[src/hw/sdadc_consts.vh]
// constants for the sigma-delta converter sequencer
//
// Operation
// - ready five conversion clocks after modulator and bias on
// - conversion 2640 clocks plus first delay
// - single converts once, repeat continuously
// - start write triggers conversion
// - active while converting; done cleared on read
// - single mode stops after one conversion
// - repeat clear aborts without end interrupt
// - completion raises interrupt, stores result, valid
// - overwrite sets overrun; result read clears
// - delayed start counted in system clocks
// - delay count bits 31-16, enable bit 0
// - result bits 31-8, previous kept meanwhile
// - done bit 1, active bit 0, reset zero
`ifndef SDADC_CONSTS_VH
`define SDADC_CONSTS_VH

// ==========================================
// timing in conversion clock cycles
`define SDADC_READY_CYC 3'h5
`define SDADC_CONV_CYC 12'ha50
`define SDADC_FIRST_DLY 10'h2a2
`define SDADC_CNT_W 12

// ==========================================
// field layouts
`define SDADC_RES_W 24
`define SDADC_DLY_W 16
`define SDADC_DIV_W 8
`define SDADC_RES_LSB 8
`define SDADC_DLY_LSB 16
`define SDADC_DONE_BIT 1
`define SDADC_ACT_BIT 0
`define SDADC_OVR_BIT 1
`define SDADC_VALID_BIT 0
`define SDADC_ADJ_BIT 0

// ==========================================
// reset values
`define SDADC_ZERO_RES 24'h000000
`define SDADC_ZERO_DLY 16'h0000
`define SDADC_ZERO_DIV 8'h00
`define SDADC_ZERO_CNT 12'h000
`define SDADC_ZERO_WORD 32'h00000000

`endif

[src/hw/sdadc_clkdiv.v]
// conversion clock enable generator
`timescale 1ns/100ps
module sdadc_clkdiv
(
    // clock and reset
    input wire mclk_in,
    input wire rst_in,
    // control
    input wire gate_in,
    input wire [7:0] div_in,
    // tick
    output reg tick_out
);
`include "sdadc_consts.vh"

reg [`SDADC_DIV_W-1:0] cnt_r;

// ==========================================
// one tick per div_in+1 system clocks
always @(posedge mclk_in)
begin
    if (rst_in)
    begin
        cnt_r <= `SDADC_ZERO_DIV;
        tick_out <= 1'b0;
    end
    else if (gate_in)
    begin
        cnt_r <= `SDADC_ZERO_DIV;
        tick_out <= 1'b0;
    end
    else if (cnt_r >= div_in)
    begin
        cnt_r <= `SDADC_ZERO_DIV;
        tick_out <= 1'b1;
    end
    else
    begin
        cnt_r <= cnt_r + 8'h01;
        tick_out <= 1'b0;
    end
end
endmodule // sdadc_clkdiv

[src/hw/sdadc_seq.v]
// sigma-delta converter sequencer top
`timescale 1ns/100ps
module sdadc_seq
(
    // clock and reset
    input wire mclk_in,
    input wire rst_in,
    // power and clock control
    input wire bias_circuit_on_in,
    input wire modulator_on_in,
    input wire converter_clock_gate_in,
    input wire [7:0] conv_clock_divider_in,
    // mode control
    input wire repeat_in,
    input wire [2:0] gain_select_in,
    input wire follower_sync_select_in,
    // start control
    input wire start_wr_in,
    input wire master_start_in,
    input wire [31:0] start_delay_reg_in,
    // read strobes
    input wire status_rd_in,
    input wire result_rd_in,
    // modulator sample data
    input wire [23:0] mod_data_in,
    // status
    output reg [31:0] conv_status_reg_out,
    output reg [31:0] conv_result_reg_out,
    output reg ready_out,
    output reg [2:0] gain_out,
    output reg conv_end_irq_out,
    output reg start_evt_out
);
`include "sdadc_consts.vh"

localparam ST_IDLE = 4'h1;
localparam ST_DLY = 4'h2;
localparam ST_WAIT = 4'h4;
localparam ST_CONV = 4'h8;

wire tick;
reg [3:0] st_r;
reg [3:0] st_nxt;
reg [2:0] rdy_cnt_r;
reg [`SDADC_DLY_W-1:0] dly_cnt_r;
reg [`SDADC_CNT_W-1:0] cnt_r;
reg rpt_seq_r;
reg act_r;
reg done_r;
reg valid_r;
reg ovr_r;
reg [`SDADC_RES_W-1:0] res_r;
reg finish;
reg abort;
wire trigger;
wire start_ok;
wire pwr_on;
wire dly_on;
wire [`SDADC_DLY_W-1:0] dly_val;
wire [`SDADC_CNT_W-1:0] dly_first;

assign dly_on = start_delay_reg_in[`SDADC_ADJ_BIT];
assign dly_val = start_delay_reg_in[`SDADC_DLY_LSB+`SDADC_DLY_W-1:`SDADC_DLY_LSB];
assign dly_first = {2'b00, `SDADC_FIRST_DLY};
// follower starts from master start write
assign trigger = follower_sync_select_in ? master_start_in : start_wr_in;
assign start_ok = (st_r == ST_IDLE) && trigger && ready_out;
assign pwr_on = modulator_on_in && bias_circuit_on_in;

// ==========================================
// conversion clock enable
sdadc_clkdiv u_div
(
    .mclk_in(mclk_in),
    .rst_in(rst_in),
    .gate_in(converter_clock_gate_in),
    .div_in(conv_clock_divider_in),
    .tick_out(tick)
);

// ==========================================
// modulator settling count
always @(posedge mclk_in)
begin
    if (rst_in || !pwr_on)
    begin
        rdy_cnt_r <= 3'h0;
    end
    else if (tick && rdy_cnt_r != `SDADC_READY_CYC)
    begin
        rdy_cnt_r <= rdy_cnt_r + 3'h1;
    end
end

// ==========================================
// ready once five conversion clocks have passed
always @(posedge mclk_in)
begin
    if (rst_in || !pwr_on)
    begin
        ready_out <= 1'b0;
    end
    else
    begin
        ready_out <= (rdy_cnt_r == `SDADC_READY_CYC);
    end
end

// ==========================================
// sequencer next state
always @*
begin
    st_nxt = st_r;
    finish = 1'b0;
    abort = 1'b0;
    case (st_r)
        ST_IDLE:
        begin
            if (trigger && ready_out)
            begin
                st_nxt = dly_on ? ST_DLY : ST_WAIT;
            end
        end
        ST_DLY:
        begin
            if (dly_cnt_r == `SDADC_ZERO_DLY)
            begin
                st_nxt = ST_WAIT;
            end
        end
        ST_WAIT:
        begin
            if (tick)
            begin
                st_nxt = ST_CONV;
            end
        end
        ST_CONV:
        begin
            if (tick && cnt_r == `SDADC_CONV_CYC - 12'h001)
            begin
                finish = 1'b1;
                st_nxt = repeat_in ? ST_CONV : ST_IDLE;
            end
        end
        default:
        begin
            st_nxt = ST_IDLE;
        end
    endcase
    // power loss or repeat cleared mid-run: stop with no end pulse
    if (st_r != ST_IDLE && (!ready_out || (rpt_seq_r && !repeat_in)))
    begin
        st_nxt = ST_IDLE;
        finish = 1'b0;
        abort = 1'b1;
    end
end

// ==========================================
// state, active flag, start capture
always @(posedge mclk_in)
begin
    if (rst_in)
    begin
        st_r <= ST_IDLE;
        act_r <= 1'b0;
        start_evt_out <= 1'b0;
        gain_out <= 3'h0;
    end
    else
    begin
        st_r <= st_nxt;
        act_r <= (st_nxt != ST_IDLE);
        start_evt_out <= start_ok;
        if (start_ok)
        begin
            gain_out <= gain_select_in;
        end
    end
end

// ==========================================
// repeat sequence tracking
always @(posedge mclk_in)
begin
    if (rst_in)
    begin
        rpt_seq_r <= 1'b0;
    end
    else if (abort)
    begin
        rpt_seq_r <= 1'b0;
    end
    else if (start_ok)
    begin
        rpt_seq_r <= repeat_in;
    end
    else if (finish)
    begin
        // a single run turned repeat keeps going
        rpt_seq_r <= repeat_in;
    end
end

// ==========================================
// start delay in system clocks
always @(posedge mclk_in)
begin
    if (rst_in)
    begin
        dly_cnt_r <= `SDADC_ZERO_DLY;
    end
    else if (start_ok)
    begin
        dly_cnt_r <= dly_val;
    end
    else if (st_r == ST_DLY && dly_cnt_r != `SDADC_ZERO_DLY)
    begin
        dly_cnt_r <= dly_cnt_r - 16'h0001;
    end
end

// ==========================================
// conversion clock counter
always @(posedge mclk_in)
begin
    if (rst_in)
    begin
        cnt_r <= `SDADC_ZERO_CNT;
    end
    else if (st_r == ST_WAIT)
    begin
        // first conversion carries fixed delay
        cnt_r <= `SDADC_ZERO_CNT - dly_first;
    end
    else if (st_r == ST_CONV && tick)
    begin
        if (finish)
        begin
            // later repeat conversions start at zero
            cnt_r <= `SDADC_ZERO_CNT;
        end
        else
        begin
            cnt_r <= cnt_r + 12'h001;
        end
    end
end

// ==========================================
// end pulse and result capture
always @(posedge mclk_in)
begin
    if (rst_in)
    begin
        conv_end_irq_out <= 1'b0;
        res_r <= `SDADC_ZERO_RES;
    end
    else
    begin
        conv_end_irq_out <= finish;
        if (finish)
        begin
            res_r <= mod_data_in;
        end
    end
end

// ==========================================
// status flags, set beats read clear
always @(posedge mclk_in)
begin
    if (rst_in)
    begin
        done_r <= 1'b0;
        valid_r <= 1'b0;
        ovr_r <= 1'b0;
    end
    else
    begin
        done_r <= finish | (done_r & ~status_rd_in);
        valid_r <= finish | (valid_r & ~result_rd_in);
        ovr_r <= (finish & valid_r) | (ovr_r & ~result_rd_in);
    end
end

// ==========================================
// register images
always @(posedge mclk_in)
begin
    if (rst_in)
    begin
        conv_status_reg_out <= `SDADC_ZERO_WORD;
        conv_result_reg_out <= `SDADC_ZERO_WORD;
    end
    else
    begin
        conv_status_reg_out <= {30'h00000000, done_r, act_r};
        // result field holds until the next finish
        conv_result_reg_out <= {res_r, 6'h00, ovr_r, valid_r};
    end
end
endmodule // sdadc_seq

[config.mk]
export PLATFORM = sky130hd
export DESIGN_NAME = sdadc_seq
export DESIGN_NICKNAME = d
export VERILOG_FILES = /design/src/hw/sdadc_clkdiv.v /design/src/hw/sdadc_seq.v
export VERILOG_INCLUDE_DIRS = /design/src /design/src/hw
export SDC_FILE = /design/constraint.sdc
export NUM_CORES = 1
export LEC_CHECK = 0
export BUFFER_PORTS_ARGS = -buffer_cell sky130_fd_sc_hd__clkbuf_2
export CAP_MARGIN = 20
export CORE_MARGIN = 2
export CORE_UTILIZATION = 49
export DETAILED_ROUTE_END_ITERATION = 7
export GPL_ROUTABILITY_DRIVEN = 0
export PLACE_DENSITY_LB_ADDON = 0.2
export SLEW_MARGIN = 20
export SYNTH_ARGS = -nofsm -noshare
export SYNTH_HDL_FRONTEND = slang
export SYNTH_SLANG_ARGS = --single-unit
[constraint.sdc]
create_clock -name mclk_in -period 3.6 [get_ports mclk_in]
set_input_delay 0.18 -clock mclk_in [delete_from_list [all_inputs] [get_ports mclk_in]]
set_output_delay 0.18 -clock mclk_in [all_outputs]
set_load 0.005 [all_outputs]
# Yosys cells after proc, flatten, opt, wreduce, memory -nomap -nowiden
# Cells that the tools add are included.
# op_classes
order_cmp,1
reduce_logical,24
mux,21
n_addsub,4
n_eq_ne,9
bitwise,9
# op_table
cell,n
$mux 12,3
$mux 16,2
$mux 4,6
$logic_not 16->1,1
$pmux 4 s4,1
$reduce_bool 16->1,1
$sub 16x1->16 const B,1
$add 12x1->12 const B,1
$eq 12x12->1 const B,1
$logic_and 1x1->1,10
$add 8x1->8 const B,1
$ge 8x8->1,1
$mux 1,8
$ne 4x1->1 const B,2
$reduce_bool 2->1,3
$reduce_or 2->1,3
$and 1x1->1,4
$eq 4x1->1 const B,1
$eq 4x2->1 const B,1
$eq 4x3->1 const B,1
$eq 4x4->1 const B,1
$add 3x1->3 const B,1
$eq 3x3->1 const B,1
$logic_not 1->1,3
other kinds (6),10
# word_totals
wordCells,89
output_inout_bits,70
input_bits,78
register_bits,143

# Logic depth before layout (Yosys ltp)
# depth
ltp_word,8
mapped_depth,8

# By module
# Synthesis repeated with hierarchy kept, for this count alone.
# unflattened
hier_cells,545
area_unflattened_um2,4823.4
# modules_own_cells
module,area_each_um2,cells_per_inst,seq_area_each_um2,n_inst
sdadc_seq,4219.0,484,1961.9,1
sdadc_clkdiv,604.3,61,180.2,1

# Least setup slack after synthesis
# No wires, ideal clock.
# synth_path
path_type,flip-flop to flip-flop
startpoint,register cnt_r[8]
endpoint,register cnt_r[11]
t_arrival_ps,2073
synth_period_minus_slack_ps,2191
path_stages_with_launch,8
setup_ps,118
path_buffers,2
setup_slack_ps,1409
cell_sequence,dfxtp_1 or4b_1 or4_1 or3b_1 buf_2 buf_2 a31oi_1 nand2_1
# synth_via
elab_chain_len,8
elab_cells_between_ends,9
# synth_rtl
element,line_no,source
from (decl),sdadc_seq.v:46,reg [`SDADC_CNT_W-1:0] cnt_r;
from (signal assigned),sdadc_seq.v:230,cnt_r <= `SDADC_ZERO_CNT;
from (signal assigned),sdadc_seq.v:235,cnt_r <= `SDADC_ZERO_CNT - dly_first;
from (signal assigned),sdadc_seq.v:242,cnt_r <= `SDADC_ZERO_CNT;
"parallel branches: the longest is 5 deep, another holds $add 12x1->12",n/a,
$mux 12 (*),sdadc_seq.v:239,if (finish)
$mux 12 (*),sdadc_seq.v:237,else if (st_r == ST_CONV && tick)
$mux 12 (*),sdadc_seq.v:232,else if (st_r == ST_WAIT)
# Mark *: on every way between the ends. The select of a mux whose other input is x is not followed.
# A chain may end at the register's enable or synchronous reset.

# Final worst setup path
# layout_path
startpoint,register cnt_r[0]
endpoint,register cnt_r[6]
# The elaborated chain is that of the path after synthesis.

==> flow_metrics.env <==
export IMPL_worstHoldPathType="in -> reg"
export IMPL_io_buffers=96
export IMPL_cp_arrival_ns=2.82
export IMPL_powerDensity_mw_per_mm2=371.9
export IMPL_syn_to_final_growth_pct=13.83
export IMPL_ys_ff_latch=107
export IMPL_initial_core_util_pct=49.65
export IMPL_clk_latency_ns=0.37
export IMPL_end_kind="register"
export IMPL_tns_ns=0
export IMPL_critPathRequiredTime_ns=3.87
export IMPL_drt_iter0_markers=170
export IMPL_ios=148
export IMPL_synth_edff_count=0
export IMPL_worst_setup_path_type="reg -> reg"
export IMPL_ant_nets=0
export IMPL_htree_num_levels=3
export IMPL_synth_area_mm2=0.004786
export IMPL_p_leak_nw=2.208
export IMPL_hold_violations=0
export IMPL_p_seq_share_pct=59.5
export IMPL_yosysWarningCount=0
export IMPL_final_max_slew_viol_count=0
export IMPL_grt_antenna_before_repair=0
export IMPL_synth_cell_type_count=53
export IMPL_rsz0062_at_grt="false"
export IMPL_grt_max_degree=73
export IMPL_grt_pass1_wl_mm=15.26
export IMPL_clock_sinks=107
export IMPL_wl_per_cell_um=12.59
export IMPL_core_area_mm2=0.009639
export IMPL_fin_nets=728
export IMPL_via_per_inst=5.012
export IMPL_synth_ff_type="dfxtp_1"
export IMPL_cts_made_buffers=9
export IMPL_grtUsageTotal_pct=18.03
export IMPL_wl_mm=9.756
export IMPL_dieWidth_um=102.8
export IMPL_cts_root_buf="clkbuf_8"
export IMPL_critPathMaxFanout=29
export IMPL_cts_buffer_depth=2
export IMPL_power_internal_mw=1.524
export IMPL_finalSetupViolCount=0
export IMPL_dp_hpwl_mm=6.858
export IMPL_clock_fmax_mhz=392.3
export IMPL_dieArea_mm2=0.01057
export IMPL_grt_pass1_vias=3357
export IMPL_syn_inst=550
export IMPL_num_vias=3884
export IMPL_cap_violations=0
export IMPL_period_share_pct=70.81
export IMPL_first_pass_iters=4
export IMPL_startpoint_type="register"
export IMPL_rows=36
export IMPL_diodes=0
export IMPL_drc_errors=0
export IMPL_max_slew_worst_pin_slew_ns=0.7644
export IMPL_clk_pin_slew_ns=0.11
export IMPL_p_switching_mw=0.5023
export IMPL_tritoncts="built"
export IMPL_post_route_min_period_ns=2.549
export IMPL_relSlewSlack_pct=48.65
export IMPL_rrSetupSlack_ns=1.05
export IMPL_sw_frac_of_total_pct=24.79
export IMPL_yosysSeqAreaShare_pct=44.76
export IMPL_async_reset_ff_share_pct=0
export IMPL_p_clk_share_pct=35.6
export IMPL_ir_worst_vdd_uv=195.3
export IMPL_fin_skew_ns=0.01344
export IMPL_syn_avg_cell_area_um2=8.702
export IMPL_fin_cells=775
export IMPL_layout_drive_gt1_share_pct=19.78
export IMPL_outcome="complete, no violations"
export IMPL_dp_cells=757
export IMPL_pwr_share_comb_pct=4.9
export IMPL_gr_total_overflow=0
export IMPL_die_height_um=102.8
export IMPL_final_cell_mix="107 x dfxtp_1, 96 x clkbuf_2, 73 x nand2_1"
export IMPL_final_common_cell="dfxtp_1"
[power by group through the flow]
stage / logic (mW) / clock network, mW / registers, mW
after CTS: 0.0979 / 0.741 / 1.21
after global routing: 0.113 / 0.788 / 1.21
after global placement: 0.0944 / 0 / 1.23
after floorplan: 0.0823 / 0 / 1.23
after detailed placement: 0.0967 / 0 / 1.23
final: 0.0989 / 0.721 / 1.21
[sequential cells by signal, indices dropped and copies added (netlist names), 3 cells and up]
register and flops:
conv_result_reg_out 26, cnt_r 12, gain_out 3, res_r 24
rdy_cnt_r 3, u_div.cnt_r 8, st_r 4, dly_cnt_r 16
[worst max-delay path, stage by stage, from the launching register on]
cell,delay [ns]
dfxtp_1,0.41
ha_1,0.23
nand4b_1,0.15
or4_1,0.54
or3b_1,0.36
buf_4,0.24
a41o_1,0.26
a311o_1,0.26
[cells in the mapped netlist, types with 3 or more instances]
cell	instances	area (um2)
nand3_1	17	85.08
xor2_1	8	70.07
nor2_1	33	123.9
nand4_1	4	25.02
inv_1	14	52.55
or4_1	5	37.54
nand2b_1	5	31.28
and3_1	5	31.28
and2_1	4	25.02
a21oi_1	53	265.3
a31oi_1	5	31.28
o21ai_0	4	20.02
buf_2	5	25.02
nor4b_1	6	52.55
a211oi_2	3	37.54
nor2b_1	31	193.9
xnor2_1	18	157.7
dfxtp_1	107	2142
or3_1	5	31.28
clkbuf_1	21	78.83
a211oi_1	14	105.1
ha_1	13	162.7
or4b_1	4	40.04
nor4_1	10	62.56
nor3_1	14	70.07
nand2_1	73	274.0
buf_4	36	270.3
nor4_2	3	37.54
[stage by stage]
step                      util [%]  setup slack, ns  total power [mW]  hold WS [ns]  area (um2)
after floorplan                  -            1.409             1.311        0.2585        4917
after global placement       54.27            1.109             1.326        0.3671        5231
after detailed placement     54.27            1.056             1.330        0.3687        5231
after CTS                    56.41            1.039             2.045      0.002577        5438
after global routing         56.52           0.9109             2.110      0.005879        5448
final                        56.52            1.051             2.026       0.02015        5448
[routing by layer]
layer,GRT usage [%],vias to the layer above,routed length (um)
met4,8.907,0,120
met1,23.83,1789,4554
met3,3.254,9,476
li1,-,2004,-
met5,0,-,0
met2,28.51,82,4605
[repair_timing]
item                                   CTS  global route
endpoints found under the hold margin    1             1
hold buffers                             1             1
resized for setup                        0             0
buffers inserted                         0             0
[path summary, 6_finish.rpt]
check,depth (start not counted),startpoint,endpoint
max,7,cnt_r[0],cnt_r[6]
min,3,mod_data_in[16],res_r[16]
max reg2reg,7,cnt_r[0],cnt_r[6]
min reg2reg,1,act_r,conv_status_reg_out[0]
[logic make-up (layout without fill, tap and decap cells)]
| group | Yosys count | after routing | synth area share, % |
|---|---|---|---|
| adder cells (fa/ha/maj) | 13 | 13 | 3.399 |
| XOR/XNOR | 26 | 26 | 4.758 |
| AND/OR/NAND/NOR | 230 | 230 | 25.49 |
| AO/OA/AOI/OAI | 93 | 93 | 12.00 |
| buffers and inverters | 78 | 135 | 9.072 |
| flip-flops | 107 | 107 | 44.76 |
| multiplexers | 2 | 2 | 0.4444 |
| other | 1 | 36 | 0.07836 |
[area by class of cell]
type / count / area, um2
clock buffer: 10 / 137.6
clock inverter: 6 / 58.81
fill: 912 / 4192
inverter: 15 / 56.30
multi-input combinational: 400 / 2341
sequential: 107 / 2142
tap: 133 / 166.4
timing repair buffer: 104 / 545.5
Power figures use the tool's default switching activity.
